File: config.mk
export PLATFORM = sky130hd
export DESIGN_NAME = upt_port_regs
export DESIGN_NICKNAME = d
export VERILOG_FILES = /design/src/logic/upt_pkg.sv /design/src/logic/upt_port_regs.sv /design/src/logic/upt_link_sync.sv /design/src/logic/upt_tune_reg.sv
export VERILOG_INCLUDE_DIRS = /design/src /design/src/logic
export SDC_FILE = /design/constraint.sdc
export NUM_CORES = 1
export LEC_CHECK = 0
export ABC_CLOCK_PERIOD_IN_PS = 2780
export BUFFER_PORTS_ARGS = -buffer_cell sky130_fd_sc_hd__buf_4
export CAP_MARGIN = 20
export CORE_MARGIN = 4
export CORE_UTILIZATION = 46
export DETAILED_ROUTE_END_ITERATION = 8
export HOLD_SLACK_MARGIN = 0.02
export PLACE_DENSITY_LB_ADDON = 0.05
export SYNTH_ARGS = -nofsm -noshare
export SYNTH_HDL_FRONTEND = slang
export SYNTH_SLANG_ARGS = --single-unit
File: constraint.sdc
create_clock -name clk -period 2.78 [get_ports clk]
set_input_delay 0.695 -clock clk [delete_from_list [all_inputs] [get_ports clk]]
set_output_delay 0.695 -clock clk [all_outputs]
set_load 0.1 [all_outputs]
File: src/logic/upt_consts.svh
`ifndef UPT_CONSTS_SVH
`define UPT_CONSTS_SVH

////////////////////////////////////////////////////////////////////////
// Register indices; byte address is four times the index
`define UPT_IDX_P3_LINK      16'h6dc0
`define UPT_IDX_P4_BOOST     16'h70ca
`define UPT_IDX_P4_SQUELCH   16'h70cc
`define UPT_IDX_P4_LINK      16'h71c0

////////////////////////////////////////////////////////////////////////
// Link status field positions
`define UPT_LS_STATE_MSB     7
`define UPT_LS_STATE_LSB     4
`define UPT_LS_RSVD_BIT      3
`define UPT_LS_SUB_MSB       2
`define UPT_LS_SUB_LSB       0

// Tuning field positions
`define UPT_TUNE_MSB         2
`define UPT_TUNE_LSB         0

////////////////////////////////////////////////////////////////////////
// Reset values and writable bit masks of the tuning registers
`define UPT_BOOST_RST        8'h00
`define UPT_SQUELCH_RST      8'h00
`define UPT_BOOST_WMASK      8'hff
`define UPT_SQUELCH_WMASK    8'h07

////////////////////////////////////////////////////////////////////////
// Link state codes
`define UPT_LS_U0            4'h0
`define UPT_LS_U1            4'h1
`define UPT_LS_U2            4'h2
`define UPT_LS_U3            4'h3
`define UPT_LS_DISABLED      4'h4
`define UPT_LS_RX_DETECT     4'h5
`define UPT_LS_INACTIVE      4'h6
`define UPT_LS_POLLING       4'h7
`define UPT_LS_RECOVERY      4'h8
`define UPT_LS_HOT_RESET     4'h9
`define UPT_LS_COMPLIANCE    4'ha
`define UPT_LS_LOOPBACK      4'hb

////////////////////////////////////////////////////////////////////////
// Slave timing: wait cycles before the answer
`define UPT_WAIT_CYCLES      1

`endif

File: src/logic/upt_pkg.sv
package upt_pkg;

  ////////////////////////////////////////////////////////////////////////
  // Link status as the link layer reports it
  typedef struct packed {
    logic [3:0] state;
    logic [2:0] sub;
  } upt_link_s;

  // Bus answer sequencer
  typedef enum logic {
    BUS_IDLE,
    BUS_DONE
  } upt_bus_e;

  ////////////////////////////////////////////////////////////////////////
  // Whole state of the register bank
  typedef struct packed {
    upt_bus_e    bus;
    logic [31:0] rdata;
  } upt_regs_s;

  // Whole state of one status synchroniser
  typedef struct packed {
    upt_link_s s1;
    upt_link_s s2;
    upt_link_s held;
  } upt_sync_s;

  // Whole state of one tuning register
  typedef struct packed {
    logic [7:0] value;
  } upt_tune_s;

endpackage

File: src/logic/upt_port_regs.sv
`include "upt_consts.svh"

module upt_port_regs #(
  parameter int ADDR_W = 18
) (
  input  wire logic              clk,
  input  wire logic              arst_n,
  input  wire logic [ADDR_W-1:0] avs_address,
  input  wire logic              avs_read,
  input  wire logic              avs_write,
  input  wire logic [31:0]       avs_writedata,
  input  wire logic [3:0]        avs_byteenable,
  output logic [31:0]            avs_readdata,
  output logic                   avs_waitrequest,
  input  wire upt_pkg::upt_link_s p3_link_raw,
  input  wire upt_pkg::upt_link_s p4_link_raw,
  output logic [2:0]             hs_output_current_adjust,
  output logic [2:0]             squelch_trip_adjust
);

  upt_pkg::upt_regs_s st_q;
  upt_pkg::upt_regs_s st_d;
  upt_pkg::upt_link_s p3_link;
  upt_pkg::upt_link_s p4_link;
  logic [15:0]        idx;
  logic               req;
  logic               done;
  logic [7:0]         boost_val;
  logic [7:0]         squelch_val;
  logic               boost_wr;
  logic               squelch_wr;
  logic [31:0]        rd_word;

  ////////////////////////////////////////////////////////////////////////
  // Helpers

  // Word index match for one register
  function automatic logic hits(input logic [15:0] a,
                                input logic [15:0] target);
    hits = (a == target);
  endfunction

  // Status word: state high nibble, bit 3 zero, sub-state low
  function automatic logic [31:0] link_word(
    input upt_pkg::upt_link_s l);
    link_word = '0;
    link_word[`UPT_LS_STATE_MSB:`UPT_LS_STATE_LSB] = l.state;
    link_word[`UPT_LS_RSVD_BIT] = 1'b0;
    link_word[`UPT_LS_SUB_MSB:`UPT_LS_SUB_LSB] = l.sub;
  endfunction

  // Any of the four words of this bank
  function automatic logic mapped(input logic [15:0] a);
    mapped = hits(a, `UPT_IDX_P3_LINK) || hits(a, `UPT_IDX_P4_LINK)
             || hits(a, `UPT_IDX_P4_BOOST)
             || hits(a, `UPT_IDX_P4_SQUELCH);
  endfunction

  ////////////////////////////////////////////////////////////////////////
  // Link status capture from the link layer

  // Port 3 status path
  upt_link_sync u_p3_sync (
    .clk      (clk),
    .arst_n   (arst_n),
    .link_raw (p3_link_raw),
    .link_q   (p3_link)
  );

  // Port 4 status path
  upt_link_sync u_p4_sync (
    .clk      (clk),
    .arst_n   (arst_n),
    .link_raw (p4_link_raw),
    .link_q   (p4_link)
  );

  ////////////////////////////////////////////////////////////////////////
  // Bus decode

  // Registers sit one per aligned word
  assign idx  = avs_address[17:2];
  assign req  = avs_read | avs_write;
  assign done = (st_q.bus == upt_pkg::BUS_DONE);

  // Hold the master until the answer cycle
  assign avs_waitrequest = req & ~done;

  // Writes land on the edge that ends the answer cycle
  // boost write strobe
  assign boost_wr = done & avs_write & avs_byteenable[0]
                    & hits(idx, `UPT_IDX_P4_BOOST);
  assign squelch_wr = done & avs_write & avs_byteenable[0]
                      & hits(idx, `UPT_IDX_P4_SQUELCH);

  ////////////////////////////////////////////////////////////////////////
  // Tuning registers of port 4

  // Drive boost keeps every bit it is given
  upt_tune_reg #(
    .RST_VAL (`UPT_BOOST_RST),
    .WMASK   (`UPT_BOOST_WMASK)
  ) u_boost (
    .clk    (clk),
    .arst_n (arst_n),
    .wr_en  (boost_wr),
    .wdata  (avs_writedata[7:0]),
    .value  (boost_val)
  );

  upt_tune_reg #(
    .RST_VAL (`UPT_SQUELCH_RST),
    .WMASK   (`UPT_SQUELCH_WMASK)
  ) u_squelch (
    .clk    (clk),
    .arst_n (arst_n),
    .wr_en  (squelch_wr),
    .wdata  (avs_writedata[7:0]),
    .value  (squelch_val)
  );

  // Fields driven to the port 4 transceiver
  assign hs_output_current_adjust =
    boost_val[`UPT_TUNE_MSB:`UPT_TUNE_LSB];
  assign squelch_trip_adjust =
    squelch_val[`UPT_TUNE_MSB:`UPT_TUNE_LSB];

  ////////////////////////////////////////////////////////////////////////
  // Read multiplexer

  // Unmapped words read as zero
  always_comb begin
    rd_word = '0;
    if (hits(idx, `UPT_IDX_P3_LINK)) begin
      rd_word = link_word(p3_link);
    end
    if (hits(idx, `UPT_IDX_P4_LINK)) begin
      rd_word = link_word(p4_link);
    end
    if (hits(idx, `UPT_IDX_P4_BOOST)) begin
      rd_word = {24'h000000, boost_val};
    end
    if (hits(idx, `UPT_IDX_P4_SQUELCH)) begin
      rd_word = {24'h000000, squelch_val};
    end
  end

  ////////////////////////////////////////////////////////////////////////
  // Answer sequencer: one wait cycle, then the answer

  // Status registers have no write path at all
  always_comb begin
    st_d = st_q;
    case (st_q.bus)
      upt_pkg::BUS_IDLE: begin
        if (req) begin
          st_d.rdata = avs_read ? rd_word : 32'h00000000;
          st_d.bus   = upt_pkg::BUS_DONE;
        end
      end
      upt_pkg::BUS_DONE: begin
        st_d.bus = upt_pkg::BUS_IDLE;
      end
      default: begin
        st_d.bus = upt_pkg::BUS_IDLE;
      end
    endcase
  end

  always_ff @(posedge clk or negedge arst_n) begin
    if (!arst_n) begin
      st_q <= '0;
    end else begin
      st_q <= st_d;
    end
  end

  // Read data comes straight from a flip-flop
  assign avs_readdata = st_q.rdata;

  ////////////////////////////////////////////////////////////////////////
  // Checks

  // Port 3 status word carries the reported state
  chk_p3_status_word: assert property (
    @(posedge clk) disable iff (!arst_n)
    (!done && avs_read && hits(idx, `UPT_IDX_P3_LINK))
    |=> (avs_readdata[31:8] == 24'h000000)
        && (avs_readdata[3] == 1'b0)
        && (avs_readdata[7:4] == $past(p3_link.state))
        && (avs_readdata[2:0] == $past(p3_link.sub)))
    else $error("Port 3 status word wrong");

  // Port 4 status word carries the reported state
  chk_p4_status_word: assert property (
    @(posedge clk) disable iff (!arst_n)
    (!done && avs_read && hits(idx, `UPT_IDX_P4_LINK))
    |=> (avs_readdata[31:8] == 24'h000000)
        && (avs_readdata[3] == 1'b0)
        && (avs_readdata[7:4] == $past(p4_link.state))
        && (avs_readdata[2:0] == $past(p4_link.sub)))
    else $error("Port 4 status word wrong");

  // Reported states stay inside the defined codes
  chk_link_code_range: assert property (
    @(posedge clk) disable iff (!arst_n)
    (p3_link.state <= `UPT_LS_LOOPBACK)
    && (p4_link.state <= `UPT_LS_LOOPBACK))
    else $error("Undefined link state reported");

  // Boost write reaches the transceiver next cycle
  chk_boost_write: assert property (
    @(posedge clk) disable iff (!arst_n)
    (done && avs_write && avs_byteenable[0]
     && hits(idx, `UPT_IDX_P4_BOOST))
    |=> (hs_output_current_adjust == $past(avs_writedata[2:0]))
        && $stable(squelch_trip_adjust))
    else $error("Boost write not applied");

  // Squelch write reaches the transceiver next cycle
  chk_squelch_write: assert property (
    @(posedge clk) disable iff (!arst_n)
    (done && avs_write && avs_byteenable[0]
     && hits(idx, `UPT_IDX_P4_SQUELCH))
    |=> (squelch_trip_adjust == $past(avs_writedata[2:0]))
        && $stable(hs_output_current_adjust))
    else $error("Squelch write not applied");

  // Squelch reserved bits read back as zero
  chk_squelch_reserved: assert property (
    @(posedge clk) disable iff (!arst_n)
    (!done && avs_read && hits(idx, `UPT_IDX_P4_SQUELCH))
    |=> (avs_readdata[31:3] == 29'h0)
        && (avs_readdata[2:0] == squelch_trip_adjust))
    else $error("Squelch reserved bits not zero");

  // Writes to status words leave the tuning alone
  chk_status_read_only: assert property (
    @(posedge clk) disable iff (!arst_n)
    (done && avs_write
     && (hits(idx, `UPT_IDX_P3_LINK) || hits(idx, `UPT_IDX_P4_LINK)))
    |=> $stable(hs_output_current_adjust)
        && $stable(squelch_trip_adjust))
    else $error("Status write changed tuning");

  // Unmapped words read as zero
  chk_unmapped_read: assert property (
    @(posedge clk) disable iff (!arst_n)
    (!done && avs_read && !mapped(idx))
    |=> (avs_readdata == 32'h00000000))
    else $error("Unmapped word not zero");

  // Unmapped writes leave the tuning alone
  chk_unmapped_write: assert property (
    @(posedge clk) disable iff (!arst_n)
    (done && avs_write && !mapped(idx))
    |=> $stable(hs_output_current_adjust)
        && $stable(squelch_trip_adjust))
    else $error("Unmapped write changed tuning");

  // Disabled low byte blocks the write
  chk_byte_gated: assert property (
    @(posedge clk) disable iff (!arst_n)
    (done && avs_write && !avs_byteenable[0])
    |=> $stable(hs_output_current_adjust)
        && $stable(squelch_trip_adjust))
    else $error("Write without byte enable applied");

  // Boost word reads back its field in the low bits
  chk_boost_readback: assert property (
    @(posedge clk) disable iff (!arst_n)
    (!done && avs_read && hits(idx, `UPT_IDX_P4_BOOST))
    |=> (avs_readdata[31:8] == 24'h000000)
        && (avs_readdata[2:0] == hs_output_current_adjust))
    else $error("Boost word wrong");

  // Read data stands outside the take edge
  chk_rdata_stands: assert property (
    @(posedge clk) disable iff (!arst_n)
    !(req && !done) |=> $stable(avs_readdata))
    else $error("Read data changed while idle");

  // A held request is answered after exactly one wait cycle
  chk_wait_single: assert property (
    @(posedge clk) disable iff (!arst_n)
    (req && !done)
    |-> avs_waitrequest ##1 (!req || !avs_waitrequest))
    else $error("Answer not after one wait cycle");

endmodule

File: src/logic/upt_link_sync.sv
`include "upt_consts.svh"

module upt_link_sync (
  input  wire logic              clk,
  input  wire logic              arst_n,
  input  wire upt_pkg::upt_link_s link_raw,
  output upt_pkg::upt_link_s     link_q
);

  upt_pkg::upt_sync_s st_q;
  upt_pkg::upt_sync_s st_d;

  // Only defined link codes may be reported
  function automatic logic code_ok(input logic [3:0] code);
    code_ok = (code <= `UPT_LS_LOOPBACK);
  endfunction

  ////////////////////////////////////////////////////////////////////////
  // Two-stage capture, then hold last legal report
  always_comb begin
    st_d    = st_q;
    st_d.s1 = link_raw;
    st_d.s2 = st_q.s1;
    if (code_ok(st_q.s2.state)) begin
      st_d.held = st_q.s2;
    end
  end

  always_ff @(posedge clk or negedge arst_n) begin
    if (!arst_n) begin
      st_q <= '0;
    end else begin
      st_q <= st_d;
    end
  end

  assign link_q = st_q.held;

endmodule

File: src/logic/upt_tune_reg.sv
module upt_tune_reg #(
  parameter logic [7:0] RST_VAL = 8'h00,
  parameter logic [7:0] WMASK   = 8'hff
) (
  input  wire logic       clk,
  input  wire logic       arst_n,
  input  wire logic       wr_en,
  input  wire logic [7:0] wdata,
  output logic [7:0]      value
);

  upt_pkg::upt_tune_s st_q;
  upt_pkg::upt_tune_s st_d;

  ////////////////////////////////////////////////////////////////////////
  // Store writable bits only; read-only bits stay zero
  always_comb begin
    st_d = st_q;
    if (wr_en) begin
      st_d.value = wdata & WMASK;
    end
  end

  always_ff @(posedge clk or negedge arst_n) begin
    if (!arst_n) begin
      st_q.value <= RST_VAL & WMASK;
    end else begin
      st_q <= st_d;
    end
  end

  assign value = st_q.value;

endmodule

# [Word-level counts from Yosys, hierarchy flattened]
# Cells that the tools add are included.
[classes] eq_ne=4 magnitude_cmp=2 bitwise_logic=7 n_mux=7 reduce_logical=1
[op_table] op="== test 16 x 15 -> 1 bit (second input constant)" count=4
[op_table] op="2-to-1 mux 32 bit" count=2
[op_table] op="2-to-1 mux 33 bit" count=1
[op_table] op="2-to-1 mux 8 bit" count=3
[op_table] op="less-or-equal comparator 4 bit (second input constant)" count=2
[op_table] op="AND 1 bit" count=5
[op_table] op="case mux 1 bit (2 select lines)" count=1
[op_table] op="AND reduction 2 bit" count=1
[op_table] op="inverter 1 bit" count=1
[op_table] op="OR 1 bit" count=1
[totals] register_bits=86 out_inout_bits=39 input_bits=72 word_cells=37

# [Longest topological paths before layout]
[depth] word_depth=8 depth_mapped=5 depth_no_buf=4

# [Modules after synthesis]
# A second synthesis with hierarchy kept.
[hier_totals] cells_unflattened=200 hier_area_um2=2611.3
[by_module_without_submodules] mod="upt_link_sync" seq_area_each_um2=525.5 area_each_um2=663.1 cells_per_inst=38 n_inst=2
[by_module_without_submodules] mod="upt_port_regs" seq_area_each_um2=225.2 area_each_um2=803.3 cells_per_inst=95 n_inst=1
[by_module_without_submodules] mod="upt_tune_reg (u_boost)" seq_area_each_um2=200.2 area_each_um2=331.6 cells_per_inst=17 n_inst=1
[by_module_without_submodules] mod="upt_tune_reg (u_squelch)" seq_area_each_um2=75.1 area_each_um2=150.1 cells_per_inst=12 n_inst=1

# [Worst setup path after synthesis]
# No wires, ideal clock.
[synth_timing] path_kind="input-to-output" start="input port avs_read" end="output port avs_waitrequest" setup_slack_ns=0.496 path_buffers=0 cell_stages=2 required_ns=2.085 arrival_ns=1.589 cell_sequence="o21bai_1 -> inv_1"
[synth_via] elab_chain_cells=2
[synth_lines] item="start, declared" line="upt_port_regs.sv:9" text="input wire logic avs_read,"
[synth_lines] item="OR 1 bit" line="upt_port_regs.sv:83" text="assign req = avs_read | avs_write;"
[synth_lines] item="AND 1 bit" line="upt_port_regs.sv:87" text="assign avs_waitrequest = req & ~done;"
[synth_lines] item="end, declared" line="upt_port_regs.sv:14" text="output logic avs_waitrequest,"
# Every way passes these cells.

# [Worst setup path after layout]
# Same ends and word-level chain as after synthesis.

==> metrics <==
Worst VDD drop 409.4 uV; flops & latches, synth 62; Main synth FF type dfrtp_1; gpl congestion 0.7275; Critical Path Start Type primary input; grt met2 use 20.11%; Clock transition at path regs 0.06 ns; Root Driver clkbuf_8; post-route ant nets 0; CTS buffer count 9; vias in the first global route 1,378; Die W 81.68 um; via count 1,522; busiest grt layer met2; first-pass GRT wire length 6.699 mm; Pins Over Slew Limit 0; post-layout net count 320; Post-synth EDFFs 0; Post-CTS Hold Buffers 0; post-CTS setup buffer count 0; Gate Count Post-Synth 183; die area 0.006672 mm2; CORE AREA 0.005172 mm2; final clock skew 0.005410 ns; Clock Latency Late Sink 0.33 ns; outcome finished clean; sequential-to-total area share from yosys stat 62.12%; port bufs 57; Pwr Total 2.025 mW; largest net degree at the start of global routing 63; Area Growth Syn to Fin 24.50%; Max-slew headroom 49.77%; CP Capture Type output port; CTS H-tree depth 3; GRT Total Usage 14.04%; HP Start u_p3_sync.st_d[12]; post-route clock period utilization 70.98%; RSZ-0062 raised after global routing no; clk buf depth 2; f_max 506.8 MHz; WP data required 2.09 ns; # resized after CTS 0; DRT iter0 DRCs 80; Yosys cell types 35; drt wl/cell 13.29 um; Critical Path AT 1.28 ns; crit-path max cell delay 0.23 ns; met1 GRT Util 18.45%; routed vias/inst 4.712; die height 81.68 um; hold slack 0.3470 ns; met3 usage 3.728%; Worst Max-Slew Pin Slew 0.7534 ns; number of max-cap violations 0; crit-path cells buf_4 -> o21bai_1 -> inv_1 -> buf_4; ys async rst share 100.0%; routed wire length 4.292 mm; Leak 1.497 nW; Cell Rows 26; Initial Util 48.28%; Residual DRC 0; CP most frequent cell buf_4; n_diodes 0; number of detailed-route iterations in the first pass 4; Sink Count 62; min Tclk post-route 1.973 ns; IO Pins 111; synthesis warning total 0; Critical R2R Launch done; critical-path maximum fanout 2; DPL Wire Length 3.156 mm; Avg Cell Area, Syn 13.65 um2; Hold Path Class reg -> reg; critical path startpoint avs_read; CTS tree yes; hold violation count in the final report 0; Remaining Overflow, GRT 0; Setup Viol. Count Final 0; Final TNS setup 0 ns; initial antenna violation count 0; share of layout cells above drive strength 1 39.13%; power density over the cells 651.2 mW/mm2; WS Path Type in -> out; slowest stage cell on the critical path buf_4; synthesized area 0.002497 mm2
==> Yosys cell counts, types with 2 or more instances <==
cell type	instances	area [um2]
a21boi_0	4	30.03
a21oi_1	3	15.01
a22o_1	4	35.03
a22oi_1	3	22.52
a32oi_1	4	35.03
buf_4	27	202.7
dfrtp_1	62	1551
inv_1	6	22.52
mux2_2	21	236.5
nand2_1	11	41.29
nor2b_1	4	25.02
nor3_1	3	15.01
o21ai_0	3	15.01
o21ai_1	2	10.01
o22a_1	3	26.28
o31ai_1	3	22.52
or4b_1	2	20.02
==> flip-flops by register name, summed over array words and instances, names as in the netlist <==
signal,flops
u_p4_sync.st_d,7
u_p3_sync.st_d,7
u_p4_sync.st_q,7
u_p3_sync.st_q,7
done,1
u_p3_sync.link_q,7
u_boost.value,8
u_squelch.value,3
u_p4_sync.link_q,7
avs_readdata,8
==> cell type report <==
class	instances	area [um2]
Fill cell	418	2063
Sequential cell	62	1551
Multi-Input combinational cell	110	803.3
Timing Repair Buffer	59	442.9
Clock buffer	13	158.9
Tap cell	70	87.58
Clock inverter	3	42.54
Inverter	6	22.52
==> routing by layer <==
layer  vias to the layer above  wire [um]
li1                        728          -
met2                        62       1948
met5                         -          0
met4                         0        105
met1                       721       1863
met3                        11        374
==> cell usage in the layout (no fill, tap or decap), types with 6 or more instances in the layout <==
master	instances
buf_4	59
dfrtp_1	62
mux2_2	21
clkbuf_8	11
conb_1	24
nand2_1	11
inv_1	6
==> worst paths after layout <==
path / slack, ns / end / cells after the start
worst max-delay path: 0.81 / avs_waitrequest / 4
worst min-delay path: 0.35 / u_p3_sync.st_q[12] / 0
worst max register to register: 1.43 / u_boost.value[3] / 3
worst min register to register: 0.35 / u_p3_sync.st_q[12] / 0
max in group asynchronous: 1.84 / u_p3_sync.st_q[10] / 1
min in group asynchronous: 0.42 / u_squelch.value[1] / 1
==> per-stage QoR <==
stage	cell area, um2	setup slack (ns)	instances	utilization [%]
5_1_grt	3109	0.7370	323	60.11
3_3_place_gp	2908	0.6639	307	56.22
6_report	3109	0.8067	323	60.11
4_1_cts	3109	0.7960	323	60.11
3_5_place_dp	2908	0.6389	307	56.22
2_1_floorplan	2584	0.4959	206	-
==> worst max-delay path: cells and delay by family <==
family          cells  cell delay (ns)
buf+inv             3             0.41
compound gates      1             0.16
==> power by group <==
group | internal [mW] | total, mW | switching [mW] | leakage [nW]
logic | 0.0692 | 0.278 | 0.209 | 0.627
registers | 0.941 | 0.957 | 0.0160 | 0.770
clock network | 0.462 | 0.790 | 0.328 | 0.0996
==> kinds of logic (layout without fill, tap and decap cells) <==
logic type | count (synthesis) | count (layout) | synth area share [%]
buf+inv | 34 | 81 | 9.168
mux | 21 | 21 | 9.469
simple gates | 34 | 34 | 9.920
compound gates | 31 | 31 | 9.168
flops | 62 | 62 | 62.12
other cells | 1 | 24 | 0.1502
Note: power is estimated with default switching activity, not from simulation.
